File: src/pkg/tx_status_pkg.sv
// Purpose: Shared constants for the transmit status and interrupt block
// Assumes: 8-bit register port, 12-bit register addresses
// Notes:   Offsets are byte addresses on the register port

package tx_status_pkg;

	// ==========================================================
	// Register offsets
	localparam logic [11:0] OFS_FIFO_CTRL = 12'h187;
	localparam logic [11:0] OFS_SYNC_CTRL = 12'h18e;
	localparam logic [11:0] OFS_MAIN_LS   = 12'h190;
	localparam logic [11:0] OFS_HDLC_LS   = 12'h191;
	localparam logic [11:0] OFS_SYNC_LS   = 12'h192;
	localparam logic [11:0] OFS_SUMMARY   = 12'h19f;
	localparam logic [11:0] OFS_MAIN_MASK = 12'h1a0;

	// ==========================================================
	// Reset values and writable bits
	localparam logic [7:0] RST_VAL         = 8'h00;
	localparam logic [7:0] SYNC_CTRL_WMASK = 8'h0f;
	localparam logic [7:0] FIFO_CTRL_WMASK = 8'h03;
	localparam logic [7:0] HDLC_LS_USED    = 8'h1f;
	localparam logic [7:0] SYNC_LS_W1C     = 8'h01;

	// ==========================================================
	// Field positions
	localparam int SC_CRC4    = 3;
	localparam int SC_ENABLE  = 2;
	localparam int SC_INHIBIT = 1;
	localparam int SC_RESYNC  = 0;
	localparam int MS_FULL    = 7;
	localparam int MS_EMPTY   = 6;
	localparam int MS_SLIP    = 5;
	localparam int MS_LONG_MF = 4;
	localparam int MS_PDV_AF  = 3;
	localparam int MS_MF      = 2;
	localparam int MS_RESTORE = 1;
	localparam int MS_LOSS    = 0;
	localparam int HS_FDL     = 4;
	localparam int HS_UDR     = 3;
	localparam int HS_MEND    = 2;
	localparam int HS_LWM     = 1;
	localparam int HS_NF      = 0;
	localparam int SS_LIVE    = 1;
	localparam int SS_LATCH   = 0;

	// ==========================================================
	// FIFO watermarks, in bytes
	localparam logic [6:0] FIFO_DEPTH = 7'h40;
	localparam logic [6:0] WM_SEL0    = 7'h04;
	localparam logic [6:0] WM_SEL1    = 7'h10;
	localparam logic [6:0] WM_SEL2    = 7'h20;
	localparam logic [6:0] WM_SEL3    = 7'h30;

	// ==========================================================
	// Timing
	localparam int CLK_PERIOD_NS  = 4;
	localparam int PIN_PERIOD_NS  = 648;
	localparam int LOSS_PERIODS   = 3;
	localparam int LOSS_CYCLES    =
		(PIN_PERIOD_NS * LOSS_PERIODS) / CLK_PERIOD_NS;

endpackage

File: src/hdl/tx_sync_status_interrupts.sv
// Purpose: Transmit synchronizer control, latched status and interrupt
// Assumes: Framer event inputs are one-cycle pulses on clk
// Notes:   Transmit clock pin is sampled, not used as a clock
//
// What this block does
// - In E1, CRC-4 multiframe search runs only while its control bit is one
// - Synchronizer operates only while its enable bit is one
// - Inhibit bit zero allows automatic resync, one blocks it
// - Each zero-to-one write of resync bit starts one resync if the same write sets the enable bit
// - Latch full or empty by slip type, and slip on either elastic store slip
// - In T1, when enabled, latch long multiframe flag each 72 frames
// - In T1, latch pulse density violation flag
// - In E1, status bit 3 latches the align frame flag instead
// - Latch multiframe flag on each transmit multiframe boundary
// - Latch clock loss after about three silent transmit clock periods
// - Latch clock restored when transmit clock toggles again
// - Live clock loss stays high while clock absent, despite clearing
// - Unmasked clock loss drives interrupt low; releases when none pending
// - In T1, latch data link empty when all eight bits shifted
// - FIFO empty before message end latches underrun and sends abort
// - Latch message end when HDLC finishes a message
// - Latch on rising edge of FIFO below selected low watermark
// - Latch on rising edge of FIFO not full
// - Show live frame hunt and latch it when hunting, both only while the enable bit is one
// - Summary shows a live pending bit per status register
// - Each main status bit interrupts when its mask bit is one
// - Two-bit field selects watermark 4, 16, 32 or 48 bytes

`timescale 1ns/1ps

module tx_sync_status_interrupts
	import tx_status_pkg::*;
(
	// Clock, reset, enable
	input  wire logic        clk,
	input  wire logic        srst,
	input  wire logic        ce,
	// Register port
	input  wire logic [11:0] reg_addr,
	input  wire logic        reg_wr,
	input  wire logic        reg_rd,
	input  wire logic [7:0]  reg_wdata,
	output logic      [7:0]  reg_rdata,
	// Mode
	input  wire logic        t1_mode,
	input  wire logic        long_mf_enable,
	// Framer events
	input  wire logic        es_full_evt,
	input  wire logic        es_empty_evt,
	input  wire logic        long_mf_evt,
	input  wire logic        pdv_evt,
	input  wire logic        align_evt,
	input  wire logic        mf_evt,
	// Transmit clock pin
	input  wire logic        transmit_clock_input,
	output logic             clock_loss_live,
	// HDLC and data link
	input  wire logic [6:0]  fifo_level,
	input  wire logic        fifo_drained_evt,
	input  wire logic        msg_end_marked,
	input  wire logic        msg_end_evt,
	input  wire logic        fdl_shift_done,
	output logic             abort_send,
	// Synchronizer
	input  wire logic        frame_hunt_live,
	output logic             sync_enable,
	output logic             crc4_search,
	output logic             auto_resync_allow,
	output logic             resync_start,
	// Interrupt
	output logic             interrupt_out_n
);

	// ==========================================================
	// Register decode
	logic       wr_ctrl;
	logic       wr_fifo;
	logic       wr_main;
	logic       wr_hdlc;
	logic       wr_sync;
	logic       wr_mask;
	logic [7:0] main_clr;
	logic [7:0] hdlc_clr;
	logic [7:0] sync_clr;

	assign wr_ctrl  = reg_wr && (reg_addr == OFS_SYNC_CTRL);
	assign wr_fifo  = reg_wr && (reg_addr == OFS_FIFO_CTRL);
	assign wr_main  = reg_wr && (reg_addr == OFS_MAIN_LS);
	assign wr_hdlc  = reg_wr && (reg_addr == OFS_HDLC_LS);
	assign wr_sync  = reg_wr && (reg_addr == OFS_SYNC_LS);
	assign wr_mask  = reg_wr && (reg_addr == OFS_MAIN_MASK);
	assign main_clr = wr_main ? reg_wdata : 8'h00;
	assign hdlc_clr = wr_hdlc ? (reg_wdata & HDLC_LS_USED) : 8'h00;
	assign sync_clr = wr_sync ? (reg_wdata & SYNC_LS_W1C) : 8'h00;

	// ==========================================================
	// Control registers
	logic [7:0] ctrl_r;
	logic [7:0] fifo_ctrl_r;
	logic [7:0] mask_r;
	logic       sync_en;

	assign sync_en = ctrl_r[SC_ENABLE];

	always_ff @(posedge clk)
	begin
		if (srst)
		begin
			ctrl_r      <= RST_VAL;
			fifo_ctrl_r <= RST_VAL;
			mask_r      <= RST_VAL;
		end
		else if (ce)
		begin
			if (wr_ctrl)
				ctrl_r <= reg_wdata & SYNC_CTRL_WMASK;
			if (wr_fifo)
				fifo_ctrl_r <= reg_wdata & FIFO_CTRL_WMASK;
			if (wr_mask)
				mask_r <= reg_wdata;
		end
	end

	// ==========================================================
	// Transmit clock loss detector
	// Pin passes two flops; a third only feeds the edge compare.
	logic       pin_s1_r;
	logic       pin_s2_r;
	logic       pin_s3_r;
	logic [8:0] loss_cnt_r;
	logic       loss_r;
	logic       pin_edge;
	logic       loss_hit;

	assign pin_edge  = pin_s2_r ^ pin_s3_r;
	assign loss_hit  = !loss_r && !pin_edge &&
		(loss_cnt_r == 9'(LOSS_CYCLES - 1));

	always_ff @(posedge clk)
	begin
		if (srst)
		begin
			pin_s1_r   <= 1'b0;
			pin_s2_r   <= 1'b0;
			pin_s3_r   <= 1'b0;
			loss_cnt_r <= 9'h000;
			loss_r     <= 1'b0;
		end
		else if (ce)
		begin
			pin_s1_r <= transmit_clock_input;
			pin_s2_r <= pin_s1_r;
			pin_s3_r <= pin_s2_r;
			if (pin_edge)
			begin
				loss_cnt_r <= 9'h000;
				loss_r     <= 1'b0;
			end
			else if (loss_hit)
				loss_r <= 1'b1;
			else if (!loss_r)
				loss_cnt_r <= loss_cnt_r + 9'h001;
		end
	end

	assign clock_loss_live = loss_r;

	// ==========================================================
	// Main status sources
	logic [7:0] main_set;
	logic [7:0] main_r;

	assign main_set[MS_FULL]    = es_full_evt;
	assign main_set[MS_EMPTY]   = es_empty_evt;
	assign main_set[MS_SLIP]    = es_full_evt || es_empty_evt;
	assign main_set[MS_LONG_MF] = t1_mode && long_mf_enable &&
		long_mf_evt;
	assign main_set[MS_PDV_AF]  = t1_mode ? pdv_evt :
		align_evt;
	assign main_set[MS_MF]      = mf_evt;
	assign main_set[MS_RESTORE] = loss_r && pin_edge;
	assign main_set[MS_LOSS]    = loss_hit;

	// ==========================================================
	// HDLC status sources
	logic       below_wm;
	logic       below_wm_prev_r;
	logic       not_full;
	logic       not_full_prev_r;
	logic [6:0] wm_level;
	logic       underrun;
	logic [7:0] hdlc_set;
	logic [7:0] hdlc_r;

	assign wm_level = (fifo_ctrl_r[1:0] == 2'h0) ? WM_SEL0 :
		(fifo_ctrl_r[1:0] == 2'h1) ? WM_SEL1 :
		(fifo_ctrl_r[1:0] == 2'h2) ? WM_SEL2 : WM_SEL3;
	assign below_wm = fifo_level < wm_level;
	assign not_full = fifo_level < FIFO_DEPTH;
	assign underrun = fifo_drained_evt && !msg_end_marked;

	assign hdlc_set[7:5]    = 3'h0;
	assign hdlc_set[HS_FDL]  = t1_mode && fdl_shift_done;
	assign hdlc_set[HS_UDR]  = underrun;
	assign hdlc_set[HS_MEND] = msg_end_evt;
	assign hdlc_set[HS_LWM]  = below_wm && !below_wm_prev_r;
	assign hdlc_set[HS_NF]   = not_full && !not_full_prev_r;

	// ==========================================================
	// Synchronizer status and control outputs
	logic [7:0] sync_set;
	logic [7:0] sync_r;
	logic       hunt_live;

	assign hunt_live = frame_hunt_live && sync_en;
	assign sync_set  = {7'h00, hunt_live};

	// ==========================================================
	// Latched status: set wins over a same-cycle clear
	always_ff @(posedge clk)
	begin
		if (srst)
		begin
			main_r          <= RST_VAL;
			hdlc_r          <= RST_VAL;
			sync_r          <= RST_VAL;
			below_wm_prev_r <= 1'b0;
			not_full_prev_r <= 1'b0;
		end
		else if (ce)
		begin
			main_r          <= (main_r & ~main_clr) | main_set;
			hdlc_r          <= (hdlc_r & ~hdlc_clr) | hdlc_set;
			sync_r          <= (sync_r & ~sync_clr) | sync_set;
			below_wm_prev_r <= below_wm;
			not_full_prev_r <= not_full;
		end
	end

	// ==========================================================
	// Summary and interrupt
	logic [7:0] summary;

	assign summary = {5'h00, sync_r[SS_LATCH], |hdlc_r,
		|(main_r & mask_r)};

	always_ff @(posedge clk)
	begin
		if (srst)
		begin
			interrupt_out_n   <= 1'b1;
			abort_send        <= 1'b0;
			resync_start      <= 1'b0;
			sync_enable       <= 1'b0;
			crc4_search       <= 1'b0;
			auto_resync_allow <= 1'b0;
		end
		else if (ce)
		begin
			interrupt_out_n   <= ~|summary;
			abort_send        <= underrun;
			resync_start      <= wr_ctrl && reg_wdata[SC_RESYNC] &&
				!ctrl_r[SC_RESYNC] && reg_wdata[SC_ENABLE];
			sync_enable       <= sync_en;
			crc4_search       <= ctrl_r[SC_CRC4] && sync_en &&
				!t1_mode;
			auto_resync_allow <= !ctrl_r[SC_INHIBIT] && sync_en;
		end
	end

	// ==========================================================
	// Read data, one cycle after the read strobe
	logic [7:0] rd_mux;
	logic [7:0] sync_view;

	assign sync_view = {6'h00, hunt_live, sync_r[SS_LATCH]};
	assign rd_mux =
		(reg_addr == OFS_SYNC_CTRL) ? ctrl_r      :
		(reg_addr == OFS_FIFO_CTRL) ? fifo_ctrl_r :
		(reg_addr == OFS_MAIN_LS)   ? main_r      :
		(reg_addr == OFS_HDLC_LS)   ? hdlc_r      :
		(reg_addr == OFS_SYNC_LS)   ? sync_view   :
		(reg_addr == OFS_SUMMARY)   ? summary     :
		(reg_addr == OFS_MAIN_MASK) ? mask_r      : 8'h00;

	always_ff @(posedge clk)
	begin
		if (srst)
			reg_rdata <= 8'h00;
		else if (ce && reg_rd)
			reg_rdata <= rd_mux;
	end
endmodule

File: config.mk
export PLATFORM = sky130hd
export DESIGN_NAME = tx_sync_status_interrupts
export DESIGN_NICKNAME = d
export VERILOG_FILES = /design/src/pkg/tx_status_pkg.sv /design/src/hdl/tx_sync_status_interrupts.sv
export SDC_FILE = /design/constraint.sdc
export NUM_CORES = 1
export LEC_CHECK = 0
export BUFFER_PORTS_ARGS = -buffer_cell sky130_fd_sc_hd__buf_2
export CORE_UTILIZATION = 43
export CTS_CLUSTER_DIAMETER = 30
export CTS_CLUSTER_SIZE = 24
export DETAILED_ROUTE_END_ITERATION = 8
export GPL_TIMING_DRIVEN = 1
export PLACE_DENSITY = 0.65
export SYNTH_ARGS = -nofsm -noshare
export SYNTH_HDL_FRONTEND = slang
export SYNTH_SLANG_ARGS = --single-unit
File: constraint.sdc
create_clock -name clk -period 2.4 [get_ports clk]
set_input_delay 0.12 -clock clk [delete_from_list [all_inputs] [get_ports clk]]
set_output_delay 0.12 -clock clk [all_outputs]
set_load 0.02 [all_outputs]
==> results.yml, run 1 <==
global_route:
  antenna_found_initial: 0
  grt_pass1_wl_mm: 12.03
  grt_pass1_vias: 2449
  grt_usage_pct: 21.92
  grt_overflow_total: 0
  grt_max_degree: 28
drt:
  drt_iter0_markers: 173
  wl_mm: 7.354
  dr_total_vias: 2729
  final_antenna_net_count: 0
  firstDrtPassIters: 5
  vias_per_cell: 5.627
  wire_per_inst_um: 15.16
  drc: 0
clocking:
  cts_buffers: 9
  cts_tree: "done"
  cts_max_level: 3
  cts_root_buf: "clkbuf_8"
  clk_latency_ps: 330
  cts.sink_count: 57
  post_cts_resized: 0
  cts_buffer_depth: 2
  cts.clk_slew.worst_paths_ps: 70
yosys:
  yosysTopAreaCellShare_pct: 39.98
  synthCells: 338
  synth_area_um2: 2854
  synth-edff-count: 0
  synth_ff_type: "dfxtp_1"
  yosysTopAreaCell: "dfxtp_1"
  synth_area_leaders: "dfxtp_1 40%, mux2i_1 6.3%, nor2_1 5.4%"
  synth_nets: 388
  yosysWarningCount: 0
  synth-async-reset-ratio_pct: 0
  synth_cell_types: 54
  yosysSeqAreaShare_pct: 39.98
  yosysMostFrequentCell: "dfxtp_1"
  ys_ff_latch: 57
  syn_avg_cell_area_um2: 8.444
  netlist_top_cells_count: "57 x dfxtp_1, 41 x nor2_1, 30 x a21oi_1, 20 x o21ai_1, 18 x mux2i_1"
die:
  dieArea_um2: 6967
  boundaryPins: 61
  die_w_um: 83.47
  rows: 29
  start_util_pct: 44.69
  die_y_um: 83.47
  core_um2: 6386
placement:
  hpwl_mm: 5.473
  gp_congestion: 0.8673
  portBuffers: 58
power_and_ir_drop:
  powerDensity_nw_per_um2: 636.1
  clockPowerShare_pct: 45.7
  power_frac_seq_pct: 44.5
  pwr-share-comb_pct: 9.8
  swShare_pct: 23.76
  peakVddDrop_uv: 385.6
  power_switching_uw: 529.9
  p_int_mw: 1.700
  p_leak_nw: 1.343
finish:
  area_delta_synth_final_pct: 22.84
  drive_gt1_share_pct: 22.06
  n_fill_cell: 624
  post-route-util_pct: 54.90
  fin_nets: 453
  n_antenna_cell: 0
setup_path:
  end_kind: "flip-flop"
  path_class: "input port to flip-flop"
  worst-path-buf-inv: 2
  crit_arrival_ps: 2020
  worstPathMaxFanout: 9
  crit_path_top_delay_cell: "or4_1"
  path_delay_family: "simple AND/OR/NAND/NOR gates"
  cp_data_required_time_ps: 2620
  cp_cell_sequence: "buf_2, or4_1, nor4_4, and3_1, buf_12, mux2i_1, nor2_1"
  max_stage_delay_ps: 680
  cp-start-kind: "input port"
worst_hold_path:
  hold_path_class: "input port to flip-flop"
timing:
  setup_violations: 0
  period_share_pct: 74.91
  clock.fmax_mhz: 556.2
  rsz0062_at_grt: "false"
  finalClockSkew_ps: 7.036
  worst_slew_pin_slew_ps: 462.5
  hold_violations: 0
  slew_violations: 0
  holdWs_ps: 33.15
  tns_ps: 0
  slew_headroom_pct: 68.94
  min_period_ps: 1798
run_status:
  outcome: "completed"
job:
  max_cap_violations: 0
-- kinds of logic after synthesis --
kind of cell               share of synthesized area [%]
muxes                                              7.497
and+or+nand+nor                                    25.82
DFF                                                39.98
adders and majority gates                          1.754
buffers and inverters                              4.252
xor gates and xnor gates                           2.455
AOI/OAI and AO/OA                                  18.24
-- power groups by stage --
stage	sequential [mW]	combinational, mW	clock [mW]
2_1_floorplan	1.02	0.118	0
4_1_cts	0.993	0.218	1.04
5_1_grt	0.996	0.242	1.08
3_5_place_dp	1.01	0.216	0
3_3_place_gp	1.01	0.212	0
6_report	0.993	0.218	1.02
-- worst reg2reg max path, delay by kind of cell, from the launching register on --
kind / cells / cell delay, ps
AO/OA/AOI/OAI: 2 / 460
flip-flops: 1 / 400
XOR/XNOR: 1 / 350
multiplexers: 1 / 230
AND/OR/NAND/NOR: 1 / 50
-- cell type report --
cell class	count	area (um2)	share of cell area, %
sequential	57	1141	32.55
tap	77	96.34	2.748
multi-input combinational	251	1592	45.40
clock inverter	5	77.57	2.213
clock buffer	11	151.4	4.318
inverter	14	52.55	1.499
timing repair buffer	70	395.4	11.28
-- sequential cells by signal, summed over array words and instances, names as in the netlist, 2 cells and up --
name,count
main_r,8
ctrl_r,4
fifo_ctrl_r,2
reg_rdata,8
mask_r,8
hdlc_r,5
loss_cnt_r,9
-- cells in the final DEF (no fill, tap or decap), types with 11 or more instances in the layout --
| master | count |
|---|---|
| nor2_1 | 41 |
| a21oi_1 | 30 |
| nand2_1 | 12 |
| buf_2 | 58 |
| mux2i_1 | 18 |
| clkbuf_8 | 11 |
| dfxtp_1 | 57 |
| o21ai_1 | 20 |
| inv_1 | 14 |
| nand2b_1 | 12 |
| nand3_1 | 13 |
-- what timing repair did --
item / in CTS / in global routing
hold endpoints to repair: 1 / 0
hold buffers: 1 / 0
buffers inserted: 0 / 0
-- metrics by stage --
| stage | cells | total power, mW | cell area, um2 | setup WS, ps |
|---|---|---|---|---|
| floorplan | 338 | 1.136 | 2854 | 603.1 |
| global placement | 468 | 1.226 | 3267 | 321.2 |
| detailed placement | 468 | 1.231 | 3267 | 294.5 |
| CTS | 485 | 2.249 | 3506 | 616.2 |
| global route | 485 | 2.318 | 3506 | 496.8 |
| finish | 485 | 2.230 | 3506 | 602.1 |
-- path summary, 6_finish.rpt --
| path | start | end | slack [ps] | cells past startpoint |
|---|---|---|---|---|
| hold reg to reg | resync_start | resync_start | 470 | 2 |
| hold / removal | transmit_clock_input | pin_s1_r | 30 | 3 |
| setup / recovery | reg_addr[2] | mask_r[2] | 600 | 7 |
| setup reg to reg | pin_s2_r | loss_cnt_r[1] | 820 | 5 |
-- per-layer routing --
metal | GRT usage, % | routed length [um]
met1 | 28.94 | 3505
met2 | 35.17 | 3367
met3 | 5.045 | 392
met4 | 7.858 | 89
met5 | 0 | 0
(Power assumes the default switching activity.)
==> run 2, diff against run 1 <==
--- a/config.mk
+++ b/config.mk
@@ -11,7 +11,7 @@
 export CTS_CLUSTER_SIZE = 24
 export DETAILED_ROUTE_END_ITERATION = 8
 export GPL_TIMING_DRIVEN = 1
-export PLACE_DENSITY = 0.65
+export PLACE_DENSITY = 0.68
 export SYNTH_ARGS = -nofsm -noshare
 export SYNTH_HDL_FRONTEND = slang
 export SYNTH_SLANG_ARGS = --single-unit
==> constraint.sdc (replaced) <==
create_clock -name clk -period 1.65 [get_ports clk]
set_input_delay 0.0825 -clock clk [delete_from_list [all_inputs] [get_ports clk]]
set_output_delay 0.0825 -clock clk [all_outputs]
set_load 0.02 [all_outputs]
==> run 2 against run 1 <==
Die area is the same. First-iteration DRC count rose by 61%. Clock skew grew 4.1 ps. Wire length up 3.4%. Hold slack got worse by 11 ps. Critical path type is now flip-flop to flip-flop. Highest routed layer unchanged.
==> results.yml, run 2 (synthesized netlist as in run 1, its figures left out) <==
die:
  dieArea_um2: 6967
  rows: 29
  die_w_um: 83.47
  die_y_um: 83.47
  boundaryPins: 61
  core_um2: 6386
  start_util_pct: 44.69
global_route:
  grt_pass1_vias: 2605
  grt_pass1_wl_mm: 12.67
  grt_usage_pct: 23.04
  antenna_found_initial: 0
  grt_overflow_total: 0
  grt_max_degree: 24
clocking:
  clk_latency_ps: 340
  cts.clk_slew.worst_paths_ps: 70
  cts.sink_count: 57
  cts_root_buf: "clkbuf_8"
  cts_buffers: 9
  cts_buffer_depth: 2
  cts_max_level: 3
  cts_tree: "done"
power_and_ir_drop:
  clockPowerShare_pct: 39.1
  power_switching_uw: 829.9
  peakVddDrop_uv: 491.3
  power_frac_seq_pct: 48.5
  p_leak_nw: 1.467
  pwr-share-comb_pct: 12.4
  p_int_mw: 2.136
  powerDensity_nw_per_um2: 790.9
  swShare_pct: 27.98
finish:
  mostFrequentLayoutCells: "58 x buf_2, 57 x dfxtp_1, 40 x nor2_1"
  final_cells: 519
  largest_reg_flops: 9
  n_antenna_cell: 0
  layout_commonest_cell: "buf_2"
  top_register: "loss_cnt_r"
  drive_gt1_share_pct: 27.15
  area_delta_synth_final_pct: 31.39
  post-route-util_pct: 58.72
  fin_nets: 487
setup_path:
  path_class: "flip-flop to flip-flop"
  cp_cell_sequence: "or3b_2, o211ai_1, a21oi_1, o22ai_1, a211oi_1"
  cp_data_required_time_ps: 1860
  end_kind: "flip-flop"
  cp-start-kind: "flip-flop"
  max_stage_delay_ps: 470
  crit_path_top_delay_cell: "or3b_2"
  crit_arrival_ps: 1700
  worstPathMaxFanout: 4
run_status:
  outcome: "completed"
timing:
  hold_violations: 0
  clock.fmax_mhz: 669.4
  slew_headroom_pct: 68.61
  period_share_pct: 90.53
  slew_violations: 0
  holdWs_ps: 22.18
  setup_ws_ps: 156.2
  finalClockSkew_ps: 11.10
  tns_ps: 0
  rsz0062_at_grt: "false"
  min_period_ps: 1494
  setup_violations: 0
  worst_slew_pin_slew_ps: 470.9
drt:
  drc: 0
  drt_iter0_markers: 278
  wire_per_inst_um: 14.65
  final_antenna_net_count: 0
  dr_total_vias: 2863
  firstDrtPassIters: 5
  vias_per_cell: 5.516
  wl_mm: 7.602
worst_hold_path:
  hold_path_class: "input port to flip-flop"
placement:
  place_ws_ps: -147.4
  gp_congestion: 0.8728
  placedCellCount: 494
  portBuffers: 58
  hpwl_mm: 5.724
job:
  max_cap_violations: 0
[run 2: cell types whose count changed in the layout (fill, tap and decap cells not counted), sizes merged]
cell / before / now
bufinv: 2 / 0
inv: 14 / 15
clkbuf: 11 / 9
clkinvlp: 1 / 4
dlygate4sd3: 1 / 9
buf: 69 / 95
[run 2: per-stage QoR]
step	power (mW)	area, um2
floorplan	1.654	2873
global placement	1.813	3475
detailed placement	1.821	3475
CTS	2.997	3745
global route	3.094	3750
finish	2.966	3750
[run 2: routing by layer]
layer / global-route usage, % / routed length, um / vias to the layer above
met2: 35.69 / 3561 / 86
met3: 5.440 / 400 / 11
li1: - / - / 1430
met5: 0 / 0 / -
met1: 30.93 / 3504 / 1336
met4: 9.399 / 136 / 0
[run 2: final timing paths]
| path | to | slack, ps | startpoint | cells past startpoint |
|---|---|---|---|---|
| min | hdlc_r[2] | 20 | msg_end_evt | 3 |
| max | reg_rdata[0] | 160 | sync_r[0] | 5 |
| min reg2reg | crc4_search | 460 | crc4_search | 2 |
| max reg2reg | reg_rdata[0] | 160 | sync_r[0] | 5 |
[run 2: final cells by class]
| cell class | instances | area (um2) |
|---|---|---|
| multi-input combinational | 251 | 1609 |
| clock inverter | 7 | 56.30 |
| sequential | 57 | 1141 |
| inverter | 14 | 52.55 |
| fill | 600 | 2636 |
| clock buffer | 9 | 123.9 |
| timing repair buffer | 104 | 670.6 |
| tap | 77 | 96.34 |
[run 2: worst max-delay path: cells and delay by family, from the launching register on]
family           cells  cell delay, ps
AND/OR/NAND/NOR      1             470
AO/OA/AOI/OAI        4             540
flip-flops           1             350
[run 2: what timing repair did]
| action | 4_1_cts | 5_1_grt |
|---|---|---|
| buffers inserted | 0 | 0 |
| endpoints found under the hold margin | 9 | 0 |
| hold buffers | 9 | 0 |
| resized for setup | 0 | 2 |
| setup endpoints to repair | 0 | 2 |
[run 2: power by group through the flow]
stage	Sequential, mW	Clock [mW]	Combinational, mW
floorplan	1.48	0	0.174
global placement	1.47	0	0.344
detailed placement	1.47	0	0.350
CTS	1.44	1.19	0.368
global route	1.44	1.24	0.409
finish	1.44	1.16	0.369
